### src/leh_cfg.svh
// offsets, field positions, reset values and timing counts of the home reference block
`ifndef LEH_CFG_SVH
`define LEH_CFG_SVH
// ---------------------------------------------------------------
// register byte offsets
// ---------------------------------------------------------------
`define LEH_OFS_CTRL 8'h00
`define LEH_OFS_SHIFT 8'h04
`define LEH_OFS_STAT 8'h08
`define LEH_OFS_IRQ_STAT 8'h0C
`define LEH_OFS_IRQ_MASK 8'h10
`define LEH_OFS_POS 8'h14
`define LEH_OFS_HOME 8'h18
// ---------------------------------------------------------------
// control fields
// ---------------------------------------------------------------
`define LEH_CTRL_START 0
`define LEH_CTRL_ABS 1
`define LEH_CTRL_MULTI 2
`define LEH_CTRL_USE_Z 3
`define LEH_CTRL_NO_MARK 4
`define LEH_CTRL_DIG_LO 8
`define LEH_CTRL_DIG_HI 10
`define LEH_CTRL_RST 32'h0000_0308
// ---------------------------------------------------------------
// interrupt status bits
// ---------------------------------------------------------------
`define LEH_IRQ_DONE 0
`define LEH_IRQ_ALARM 1
`define LEH_IRQ_REFUSE 2
`define LEH_IRQ_MARK 3
`define LEH_IRQ_W 4
// ---------------------------------------------------------------
// timing
// ---------------------------------------------------------------
`define LEH_SYNC_STAGES 2
`endif

### src/leh_pkg.sv
// types of the home reference block
package leh_pkg;
	typedef enum {LEH_IDLE, LEH_SEEK, LEH_DOG, LEH_DONE, LEH_FAIL} leh_state_e;
	typedef logic [2:0] leh_digit_t;
endpackage

### src/leh_home_ref.sv
// home reference, zero marker and homing alarm logic for a linear encoder axis
// Contract
// - absolute encoder: reference points every interval from absolute position zero.
// - incremental encoder: reference points every interval from the traversed mark.
// - interval digit 0..6 gives 8192,131072,262144,1048576,4194304,16777216,67108864.
// - after dog rear end, nearest reference point plus shift is home.
// - incremental: mark not passed before dog detection raises unpassed alarm.
// - absolute encoder: zero marker output at each reference point.
// - incremental encoder: zero marker output while at the mark position.
// - encoder without mark permits only homing that ignores the zero marker.
`timescale 1ns/1ps
`include "leh_cfg.svh"
module leh_home_ref import leh_pkg::*; #(
	parameter int POS_W = 32
) (
	input wire logic ref_clk, // 25 MHz clock
	input wire logic nrst, // async reset, active low
	input wire logic psel, // apb select
	input wire logic penable, // apb enable
	input wire logic pwrite, // apb direction
	input wire logic [7:0] paddr, // apb byte address
	input wire logic [31:0] pwdata, // apb write data
	output logic [31:0] prdata, // apb read data
	output logic pready, // apb ready
	output logic pslverr, // apb error on unmapped address
	input wire logic enc_step, // encoder count pulse pin
	input wire logic enc_dir, // encoder direction pin, high = positive
	input wire logic enc_ref_mark, // encoder reference mark pin
	input wire logic dog_sense, // proximity dog pin, high on dog
	input wire logic [POS_W-1:0] abs_pos, // absolute position word
	input wire logic abs_load, // strobe: abs_pos valid
	output logic encoder_zero_marker_out, // zero marker output
	output logic zero_phase_unpassed_alarm, // homing alarm level
	output logic irq // interrupt, high active
);
	// ---------------------------------------------------------------
	// elaboration check
	// ---------------------------------------------------------------
	generate
		if (POS_W < 28 || POS_W > 32) begin : g_bad_w
			$error("POS_W must lie in 28..32");
		end
	endgenerate

	// power-of-two intervals make the modulo compare a mask
	function automatic logic [POS_W-1:0] interval_mask(input leh_digit_t d);
		logic [4:0] sh;
		sh = 5'h0;
		case (d)
			3'h0: sh = 5'h0D;
			3'h1: sh = 5'h11;
			3'h2: sh = 5'h12;
			3'h3: sh = 5'h14;
			3'h4: sh = 5'h16;
			3'h5: sh = 5'h18;
			3'h6: sh = 5'h1A;
			default: sh = 5'h14;
		endcase
		return POS_W'((33'h1 << sh) - 33'h1);
	endfunction

	// ---------------------------------------------------------------
	// pin synchronisers
	// ---------------------------------------------------------------
	logic [3:0] sync1_r;
	logic [3:0] sync2_r;
	logic [3:0] prev_r;
	always_ff @(posedge ref_clk or negedge nrst) begin
		if (!nrst) begin
			sync1_r <= 4'h0;
			sync2_r <= 4'h0;
			prev_r <= 4'h0;
		end else begin
			sync1_r <= {dog_sense, enc_ref_mark, enc_dir, enc_step};
			sync2_r <= sync1_r;
			prev_r <= sync2_r;
		end
	end
	logic step_ev, dir_pos, mark_lvl, mark_rise, dog_rise, dog_fall;
	assign step_ev = sync2_r[0] & ~prev_r[0];
	assign dir_pos = sync2_r[1];
	assign mark_lvl = sync2_r[2];
	assign mark_rise = sync2_r[2] & ~prev_r[2];
	assign dog_rise = sync2_r[3] & ~prev_r[3];
	assign dog_fall = ~sync2_r[3] & prev_r[3];

	// ---------------------------------------------------------------
	// state
	// ---------------------------------------------------------------
	logic [31:0] ctrl_r, ctrl_nxt;
	logic [31:0] shift_r, shift_nxt;
	logic [`LEH_IRQ_W-1:0] ist_r, ist_nxt, imsk_r, imsk_nxt;
	logic [POS_W-1:0] pos_r, pos_nxt, home_r, home_nxt;
	logic [31:0] prdata_r, prdata_nxt;
	logic ref_seen_r, ref_seen_nxt, marker_r, marker_nxt, alarm_r, alarm_nxt;
	leh_state_e st_r, st_nxt;

	logic wr_acc, rd_setup, rd_acc, mapped, abs_mode, start;
	logic [POS_W-1:0] imask, near_ref;
	logic [`LEH_IRQ_W-1:0] ev;
	assign abs_mode = ctrl_r[`LEH_CTRL_ABS];
	assign imask = interval_mask(ctrl_r[`LEH_CTRL_DIG_HI:`LEH_CTRL_DIG_LO]);
	// round to nearest multiple, ties go positive
	assign near_ref = (pos_r + (imask >> 1) + POS_W'(1)) & ~imask;
	assign mapped = paddr inside {`LEH_OFS_CTRL, `LEH_OFS_SHIFT, `LEH_OFS_STAT,
		`LEH_OFS_IRQ_STAT, `LEH_OFS_IRQ_MASK, `LEH_OFS_POS, `LEH_OFS_HOME};
	assign wr_acc = psel & penable & pwrite & mapped;
	assign rd_setup = psel & ~penable & ~pwrite;
	assign rd_acc = psel & penable & ~pwrite;
	assign start = wr_acc && paddr == `LEH_OFS_CTRL && pwdata[`LEH_CTRL_START];
	assign pready = 1'b1;
	assign pslverr = psel & penable & ~mapped;
	assign prdata = prdata_r;
	assign encoder_zero_marker_out = marker_r;
	assign zero_phase_unpassed_alarm = alarm_r;
	assign irq = |(ist_r & imsk_r);

	always_comb begin
		ctrl_nxt = ctrl_r;
		shift_nxt = shift_r;
		imsk_nxt = imsk_r;
		pos_nxt = pos_r;
		home_nxt = home_r;
		ref_seen_nxt = ref_seen_r;
		alarm_nxt = alarm_r;
		st_nxt = st_r;
		ev = '0;
		prdata_nxt = prdata_r;
		// register writes
		if (wr_acc) begin
			case (paddr)
				`LEH_OFS_CTRL: ctrl_nxt = pwdata & ~32'h0000_0001;
				`LEH_OFS_SHIFT: shift_nxt = pwdata;
				`LEH_OFS_IRQ_MASK: imsk_nxt = pwdata[`LEH_IRQ_W-1:0];
				default: ;
			endcase
		end
		// position counter relative to the reference mark, or loaded from the absolute word
		if (step_ev) begin
			pos_nxt = dir_pos ? pos_r + POS_W'(1) : pos_r - POS_W'(1);
		end
		if (abs_mode && abs_load) begin
			pos_nxt = abs_pos;
		end
		// only the first mark anchors unless several marks are allowed
		if (!abs_mode && mark_rise && (ctrl_r[`LEH_CTRL_MULTI] || !ref_seen_r)) begin
			pos_nxt = '0;
			ref_seen_nxt = 1'b1;
		end
		// zero marker
		if (abs_mode) begin
			marker_nxt = step_ev && ((pos_nxt & imask) == '0);
		end else begin
			marker_nxt = mark_lvl & ref_seen_nxt;
		end
		// homing sequence
		case (st_r)
			LEH_IDLE, LEH_DONE, LEH_FAIL: begin
				if (start) begin
					if (ctrl_nxt[`LEH_CTRL_USE_Z] && ctrl_nxt[`LEH_CTRL_NO_MARK]) begin
						ev[`LEH_IRQ_REFUSE] = 1'b1;
						st_nxt = LEH_IDLE;
					end else begin
						// a mark seen before start still counts as traversed
						alarm_nxt = 1'b0;
						st_nxt = LEH_SEEK;
					end
				end
			end
			LEH_SEEK: begin
				if (dog_rise) begin
					if (!abs_mode && !ref_seen_r) begin
						alarm_nxt = 1'b1;
						ev[`LEH_IRQ_ALARM] = 1'b1;
						st_nxt = LEH_FAIL;
					end else begin
						st_nxt = LEH_DOG;
					end
				end
			end
			LEH_DOG: begin
				if (dog_fall) begin
					home_nxt = near_ref + POS_W'(shift_r);
					ev[`LEH_IRQ_DONE] = 1'b1;
					st_nxt = LEH_DONE;
				end
			end
			default: st_nxt = LEH_IDLE;
		endcase
		ev[`LEH_IRQ_MARK] = marker_nxt & ~marker_r;
		// read data captured in the setup phase
		if (rd_setup) begin
			case (paddr)
				`LEH_OFS_CTRL: prdata_nxt = ctrl_r;
				`LEH_OFS_SHIFT: prdata_nxt = shift_r;
				`LEH_OFS_STAT: prdata_nxt = {25'h0, alarm_r, ref_seen_r, marker_r,
					1'b0, 3'(st_r)};
				`LEH_OFS_IRQ_STAT: prdata_nxt = 32'(ist_r);
				`LEH_OFS_IRQ_MASK: prdata_nxt = 32'(imsk_r);
				`LEH_OFS_POS: prdata_nxt = 32'(pos_r);
				`LEH_OFS_HOME: prdata_nxt = 32'(home_r);
				default: prdata_nxt = 32'h0;
			endcase
		end
		// clear only what was reported; a new event wins over the clear
		ist_nxt = ist_r;
		if (rd_acc && paddr == `LEH_OFS_IRQ_STAT) begin
			ist_nxt = ist_r & ~prdata_r[`LEH_IRQ_W-1:0];
		end
		ist_nxt = ist_nxt | ev;
	end

	always_ff @(posedge ref_clk or negedge nrst) begin
		if (!nrst) begin
			ctrl_r <= `LEH_CTRL_RST;
			shift_r <= 32'h0;
			ist_r <= '0;
			imsk_r <= '0;
			pos_r <= '0;
			home_r <= '0;
			prdata_r <= 32'h0;
			ref_seen_r <= 1'b0;
			marker_r <= 1'b0;
			alarm_r <= 1'b0;
			st_r <= LEH_IDLE;
		end else begin
			ctrl_r <= ctrl_nxt;
			shift_r <= shift_nxt;
			ist_r <= ist_nxt;
			imsk_r <= imsk_nxt;
			pos_r <= pos_nxt;
			home_r <= home_nxt;
			prdata_r <= prdata_nxt;
			ref_seen_r <= ref_seen_nxt;
			marker_r <= marker_nxt;
			alarm_r <= alarm_nxt;
			st_r <= st_nxt;
		end
	end
endmodule // leh_home_ref

### config.mk
export PLATFORM = sky130hd
export DESIGN_NAME = leh_home_ref
export DESIGN_NICKNAME = d
export VERILOG_FILES = /design/src/leh_pkg.sv /design/src/leh_home_ref.sv
export VERILOG_INCLUDE_DIRS = /design/src
export SDC_FILE = /design/constraint.sdc
export NUM_CORES = 1
export LEC_CHECK = 0
export ABC_CLOCK_PERIOD_IN_PS = 8800
export BUFFER_PORTS_ARGS = -buffer_cell sky130_fd_sc_hd__buf_2
export CORE_MARGIN = 2
export CORE_UTILIZATION = 67
export CTS_BUF_LIST = sky130_fd_sc_hd__clkbuf_4
export CTS_CLUSTER_SIZE = 12
export DETAILED_ROUTE_END_ITERATION = 6
export GPL_TIMING_DRIVEN = 0
export PLACE_DENSITY = 0.92
export SLEW_MARGIN = 0
export SYNTH_ARGS = -nofsm -noshare
export SYNTH_HDL_FRONTEND = slang
export SYNTH_SLANG_ARGS = --single-unit
### constraint.sdc
create_clock -name ref_clk -period 8.8 [get_ports ref_clk]
set_input_delay 0.44 -clock ref_clk [delete_from_list [all_inputs] [get_ports ref_clk]]
set_output_delay 0.44 -clock ref_clk [all_outputs]
set_load 0.005 [all_outputs]
==> flow_summary.yaml, run 1 <==
floorplan:
  start_util_pct: 67.89
  ios: 119
  die_h_um: 141.2
  die_x_um: 141.2
  dieArea_um2: 19940
  coreArea_um2: 18580
  rows: 50
timing:
  min_period_over_period_pct: 65.99
  worst_pin_slew_ns: 1.157
  fin_worst_skew_ns: 0.03060
  maxSlewHeadroom_pct: 22.16
  hold_viol: 0
  final-setup-viol-count: 0
  final.min_clock_period_ns: 5.807
  fmax_mhz: 172.2
  setup_tns_ns: 0
  fin_hold_ws_ns: 0.07018
  finalMaxSlewViolations: 0
  rsz0062_at_grt: "false"
critical_path:
  crit_cells: 25
  required_ns: 9.25
  cp.buffers_inverters: 2
  cp.arrival_ns: 6.26
  crit_family: "compound AO/OA/AOI/OAI gates"
  setup.worst_path.start: "ctrl_r[9]$_DFFE_PN1P_"
  slowest_stage: "dfstp_2"
  cp-end-kind: "register"
  rrSetupSlack_ns: 2.99
  crit_type: "reg -> reg"
  worstPathMaxFanout: 10
  crit_path_end: "home_r[31]$_DFFE_PN0P_"
  reg2reg_to: "home_r[31]$_DFFE_PN0P_"
  max_stage_delay_ns: 0.58
  reg2reg_depth: 25
  worst_setup_path_start_kind: "register"
  reg2reg_from: "ctrl_r[9]$_DFFE_PN1P_"
hold_path:
  hold_class: "in -> reg"
clock_network:
  ctsLongestPathBuffers: 2
  post_cts_resized: 0
  htree_levels: 4
  cts_root_buf: "clkbuf_4"
  clk_latency_ns: 0.61
  path_clk_slew_ns: 0.16
  tritoncts: "done"
  clkSinkCount: 184
  cts_setup_buffers: 0
  numCtsBuffers: 17
  hold_buffers: 5
cells_and_area:
  mostFrequentLayoutCell: "dfrtp_1"
  area_delta_synth_final_pct: 10.58
  layout_common_cells: "dfrtp_1, buf_2, nor2_1, nand2_1, a21oi_1"
  final_nets: 1711
  drive_gt1_share_pct: 16.02
  final_util_pct: 75.07
  finalInstanceArea_um2: 13950
synth:
  syn_area_um2: 12610
  synth_edf_count: 0
  ys_types: 89
  yosysWarnings: 0
  ys.flop_type: "dfrtp_1"
  synth-async-reset-ratio_pct: 100.0
  synth_seq_cells: 184
  avgSynthCellArea_um2: 9.087
  ys_seq_area_share_pct: 36.53
  syn_inst: 1388
global_route:
  grt_pass1_vias: 11550
  grt_pass1_wl_um: 60230
  grt_usage_pct: 38.86
  antenna_found_initial: 1
  grt_max_degree: 130
  overflow: 0
drt:
  wl_per_cell_um: 21.57
  drt-pass1-iter-count: 7
  num_vias: 12050
  drt_wl_total_um: 38600
  drtIter0Drc: 1252
  wl_met1_um: 15580
  wl_met3_um: 3476
  top_layer: "met4"
  drc: 1
  wl_met2_um: 17640
  ant_nets: 0
  vias_per_cell: 6.736
placed_design:
  hpwl_um: 29520
  io_buffer_count: 117
  place_area_um2: 13570
  gp_congestion: 1.009
status:
  violations: "design-rule violations"
  outcome: "complete, but fails checks"
run:
  cap_violations: 0
power:
  leakage_nw: 6.524
  powerDensity_nw_per_um2: 246.8
  total_power_w: 0.003442
  peakVddDrop_mv: 0.1364
## cells in the mapped netlist (11+ instances only)
| cell | count | share of area [%] |
|---|---|---|
| nand3_1 | 23 | 0.91 |
| nor2_1 | 121 | 3.6 |
| ha_1 | 84 | 8.3 |
| a22oi_1 | 52 | 3.1 |
| clkbuf_1 | 55 | 1.6 |
| o21a_1 | 16 | 0.95 |
| a21oi_1 | 101 | 4.0 |
| xnor2_1 | 30 | 2.1 |
| a221oi_1 | 12 | 0.83 |
| xor2_1 | 42 | 2.9 |
| a31oi_1 | 46 | 2.3 |
| o21ai_1 | 16 | 0.63 |
| o21ai_0 | 86 | 3.4 |
| mux2_2 | 70 | 6.2 |
| dfrtp_1 | 181 | 36 |
| nor3_1 | 21 | 0.83 |
| inv_1 | 38 | 1.1 |
| and3_1 | 15 | 0.74 |
| nand2_1 | 116 | 3.5 |
| a22o_1 | 12 | 0.83 |
| a21o_1 | 36 | 2.1 |
| nor3b_1 | 11 | 0.65 |
| nor2b_1 | 12 | 0.60 |
## cell families (layout without fill, tap and decap cells)
group | count (synthesis) | count (layout) | share of synthesized area (%)
xor gates and xnor gates | 72 | 72 | 4.999
other | 2 | 15 | 0.05954
AOI/OAI and AO/OA | 484 | 484 | 25.61
buffers and inverters | 109 | 263 | 3.462
adders and majority gates | 87 | 87 | 8.809
and+or+nand+nor | 377 | 377 | 14.04
muxes | 73 | 73 | 6.487
DFF | 184 | 184 | 36.53
## state kept, by name, summed over array words and instances, names as in the netlist
| signal | cells |
|---|---|
| pos_r | 32 |
| encoder_zero_marker_out | 1 |
| prdata | 32 |
| ctrl_r | 31 |
| zero_phase_unpassed_alarm | 1 |
| st_r | 3 |
| ist_r | 4 |
| imsk_r | 4 |
| ref_seen_r | 1 |
| prev_r | 3 |
| shift_r | 32 |
| home_r | 32 |
| sync1_r | 4 |
| sync2_r | 4 |
## worst reg2reg max path: stages (launching register included)
cell and delay, ns:
dfstp_2 0.58, clkbuf_1 0.40, or3_1 0.19, ha_1 0.24
o21ai_0 0.11, a41oi_1 0.11, o21ai_0 0.42, o21ai_0 0.15
a21oi_1 0.25, o21bai_1 0.12, a21oi_1 0.27, o21bai_1 0.11
a21oi_1 0.18, xor2_1 0.18, nor2_1 0.08, ha_1 0.21
a21o_1 0.18, a21o_1 0.17, a21oi_1 0.22, o21ai_0 0.14
a211oi_1 0.39, inv_2 0.07, a2111o_1 0.42, a31oi_1 0.21
xnor2_1 0.19, o21ai_1 0.09
## worst min path at each step
stage / startpoint / endpoint / slack (ns) / cells after the start
2_1_floorplan: nrst / ctrl_r[10]$_DFFE_PN0P_ / 0.14 / 0
3_3_place_gp: sync1_r[3]$_DFF_PN0_ / sync2_r[3]$_DFF_PN0_ / 0.33 / 0
3_5_place_dp: sync1_r[1]$_DFF_PN0_ / sync2_r[1]$_DFF_PN0_ / 0.33 / 0
4_1_cts: pwdata[6] / ctrl_r[6]$_DFFE_PN0P_ / 0.06 / 2
5_1_grt: pwdata[6] / ctrl_r[6]$_DFFE_PN0P_ / 0.05 / 2
6_report: pwdata[6] / ctrl_r[6]$_DFFE_PN0P_ / 0.07 / 2
## metal layers
| metal | GRT usage [%] | up-vias |
|---|---|---|
| met1 | 51.89 | 5751 |
| met2 | 62.39 | 684 |
| met3 | 5.944 | 143 |
| met5 | 0 | - |
| li1 | - | 5473 |
| met4 | 18.84 | 0 |
## metrics by stage
stage	setup WS (ns)	instances
6_report	2.993	1789
5_1_grt	2.536	1789
4_1_cts	3.132	1788
3_5_place_dp	3.183	1752
3_3_place_gp	3.355	1751
2_1_floorplan	4.092	1400
## layout make-up
cell class | instances | area [um^2]
Antenna cell | 1 | 2.502
Buffer | 70 | 290.3
Tap cell | 234 | 292.8
Timing Repair Buffer | 123 | 673.1
Clock inverter | 14 | 193.9
Sequential cell | 184 | 4608
Fill cell | 1257 | 4632
Multi-Input combinational cell | 1107 | 7614
Clock buffer | 17 | 127.6
Inverter | 39 | 146.4
## power breakdown
part | switching (W) | internal (W)
sequential | 0.000246 | 0.00101
clock | 0.000316 | 0.000226
combinational | 0.000971 | 0.000668
total | 0.00153 | 0.00191
(Power assumes the default switching activity.)
==> run 2: changes to the inputs <==
ABC_CLOCK_PERIOD_IN_PS = 4900   (was 8800)
CORE_UTILIZATION = 56   (was 67)
PLACE_DENSITY = 0.82   (was 0.92)
clock period = 4.9 ns   (was 8.8 ns; I/O delays follow)
==> flow_summary.yaml, run 2 (same netlist as run 1, synthesis figures left out) <==
global_route:
  overflow: 0
  grt_usage_pct: 32.55
  antenna_found_initial: 1
  grt_pass1_wl_um: 60650
  grt_pass1_vias: 11630
  grt_max_degree: 102
power:
  intPower_w: 0.003409
  peakVddDrop_mv: 0.2271
  clockPowerShare_pct: 14.5
  leakage_nw: 6.819
  comb_power_share_pct: 49.2
  swShare_pct: 44.77
  seqPwrFrac_pct: 36.4
  switchingPower_w: 0.002763
  powerDensity_nw_per_um2: 415.9
clock_network:
  clkSinkCount: 184
  tritoncts: "done"
  clk_latency_ns: 0.61
  htree_levels: 4
  cts_root_buf: "clkbuf_4"
  ctsLongestPathBuffers: 2
  numCtsBuffers: 17
  path_clk_slew_ns: 0.16
floorplan:
  start_util_pct: 57.44
  ios: 119
  die_x_um: 154.1
  dieArea_um2: 23740
  die_h_um: 154.1
  coreArea_um2: 21960
  rows: 54
critical_path:
  critPathMostFrequentCell: "o21ai_1"
  reg2reg_depth: 23
  cp-end-kind: "register"
  setup.worst_path.start: "ctrl_r[10]$_DFFE_PN0P_"
  reg2reg_to: "home_r[31]$_DFFE_PN0P_"
  cp.arrival_ns: 5.31
  max_stage_delay_ns: 0.42
  rrSetupSlack_ns: 0.07
  crit_path_end: "home_r[31]$_DFFE_PN0P_"
  slowest_stage: "dfrtp_1"
  worstPathMaxFanout: 10
  worst_setup_path_start_kind: "register"
  crit_chain: "buf_4 > or3_1 > ha_1 > inv_1 > a31oi_2 > o21ai_1 > nand2b_1 > buf_4 > a21o_1 > a21oi_2 > xor2_1 > nor2_2 > ha_4 > or3_1 > a221oi_2 > o21ai_1 > a32o_2 > a211oi_4 > inv_2 > a2111o_1 > a31oi_4 > xnor2_2 > o21ai_1"
  reg2reg_from: "ctrl_r[10]$_DFFE_PN0P_"
  required_ns: 5.38
  crit_type: "reg -> reg"
drt:
  drt-pass1-iter-count: 5
  drt_wl_total_um: 38760
  vias_per_cell: 6.359
  drtIter0Drc: 1228
  wl_per_cell_um: 20.39
  drc: 0
  ant_nets: 0
  num_vias: 12090
status:
  outcome: "completed"
timing:
  min_period_over_period_pct: 98.62
  final.min_clock_period_ns: 4.832
  fin_worst_skew_ns: 0.02177
  worst_pin_slew_ns: 1.181
  final-setup-viol-count: 0
  rsz0062_at_grt: "true"
  maxSlewHeadroom_pct: 20.51
  setup_tns_ns: 0
  hold_viol: 0
  finalMaxSlewViolations: 0
  fmax_mhz: 206.9
placed_design:
  io_buffer_count: 117
  placedCellCount: 1798
  hpwl_um: 29390
  gp_congestion: 0.9749
cells_and_area:
  layout_common_cells: "dfrtp_1, buf_2, nor2_1, nand2_1, a21oi_1"
  final_nets: 1776
  mostFrequentLayoutCell: "dfrtp_1"
  final_util_pct: 67.58
  instances_no_fill: 1901
  area_delta_synth_final_pct: 17.65
  drive_gt1_share_pct: 18.77
hold_path:
  hold_class: "in -> reg"
run:
  cap_violations: 0
[run 2: changes by cell type in the layout (fill, tap and decap cells not counted), sizes merged]
cell | before | now
buf | 132 | 144
clkbuf | 73 | 70
bufinv | 4 | 2
clkinv | 4 | 5
clkinvlp | 2 | 5
dlygate4sd3 | 5 | 60
[run 2: layout make-up]
type	count	area (um^2)
clock buffers	17	127.6
flip-flops and latches	184	4608
diodes	1	2.502
repair buffers	188	1311
inverters	39	150.1
plain buffers	69	300.3
multi-input cells	1107	7815
well taps	280	350.3
fillers	1742	7119
clock inverters	15	166.4
repair inverters	1	7.507
[run 2: how the worst min path moves through the flow]
stage,from,endpoint,depth (start not counted),slack [ns]
floorplan,nrst,ctrl_r[10]$_DFFE_PN0P_,0,-0.05
global placement,sync1_r[3]$_DFF_PN0_,sync2_r[3]$_DFF_PN0_,0,0.33
detailed placement,nrst,sync1_r[1]$_DFF_PN0_,1,0.33
CTS,abs_pos[11],pos_r[11]$_DFF_PN0_,5,0.0001
global route,abs_pos[9],pos_r[9]$_DFF_PN0_,3,0.02
finish,abs_pos[11],pos_r[11]$_DFF_PN0_,5,0.02
[run 2: per-stage QoR]
stage / hold slack (ns) / setup slack (ns) / total power [W] / cell area, um^2
6_report: 0.02157 / 0.06772 / 0.006172 / 14840
5_1_grt: 0.02012 / -0.1102 / 0.006581 / 14840
3_5_place_dp: 0.3310 / -0.5922 / 0.005053 / 13630
3_3_place_gp: 0.3333 / -0.5899 / 0.004971 / 13590
2_1_floorplan: -0.05059 / 0.1923 / 0.004257 / 12660
4_1_cts: 0.0001325 / -0.1140 / 0.005997 / 14630
[run 2: what timing repair did]
item	in CTS	in global routing
hold buffers	59	1
hold endpoints to repair	191	1
pin swaps	7	18
gates resized for setup	23	39
setup endpoints to repair	8	7
cloned	1	0
setup buffers	5	5
[run 2: per-layer routing]
| metal | GRT usage [%] | part of all wire [%] | vias to the layer above |
|---|---|---|---|
| met5 | 0 | 0 | - |
| met4 | 12.77 | 3.3 | 0 |
| met3 | 5.552 | 8.5 | 90 |
| met2 | 53.66 | 46 | 594 |
| met1 | 42.98 | 42 | 5809 |
| li1 | - | - | 5596 |
[run 2: critical path: cells and delay by family (launching register included)]
kind                       cells  cell delay [ns]
xor gates and xnor gates       2             0.35
and+or+nand+nor                4             0.87
adders and majority gates      2             0.46
AOI/OAI and AO/OA             11             2.10
DFF                            1             0.42
buffers and inverters          4             0.51
[run 2: power by group through the flow]
stage | Combinational (W) | Clock, W | Sequential (W)
after floorplan | 0.00219 | 0 | 0.00207
after detailed placement | 0.00280 | 0 | 0.00225
after global routing | 0.00337 | 0.000945 | 0.00227
after global placement | 0.00273 | 0 | 0.00224
after CTS | 0.00289 | 0.000889 | 0.00222
final | 0.00304 | 0.000892 | 0.00224
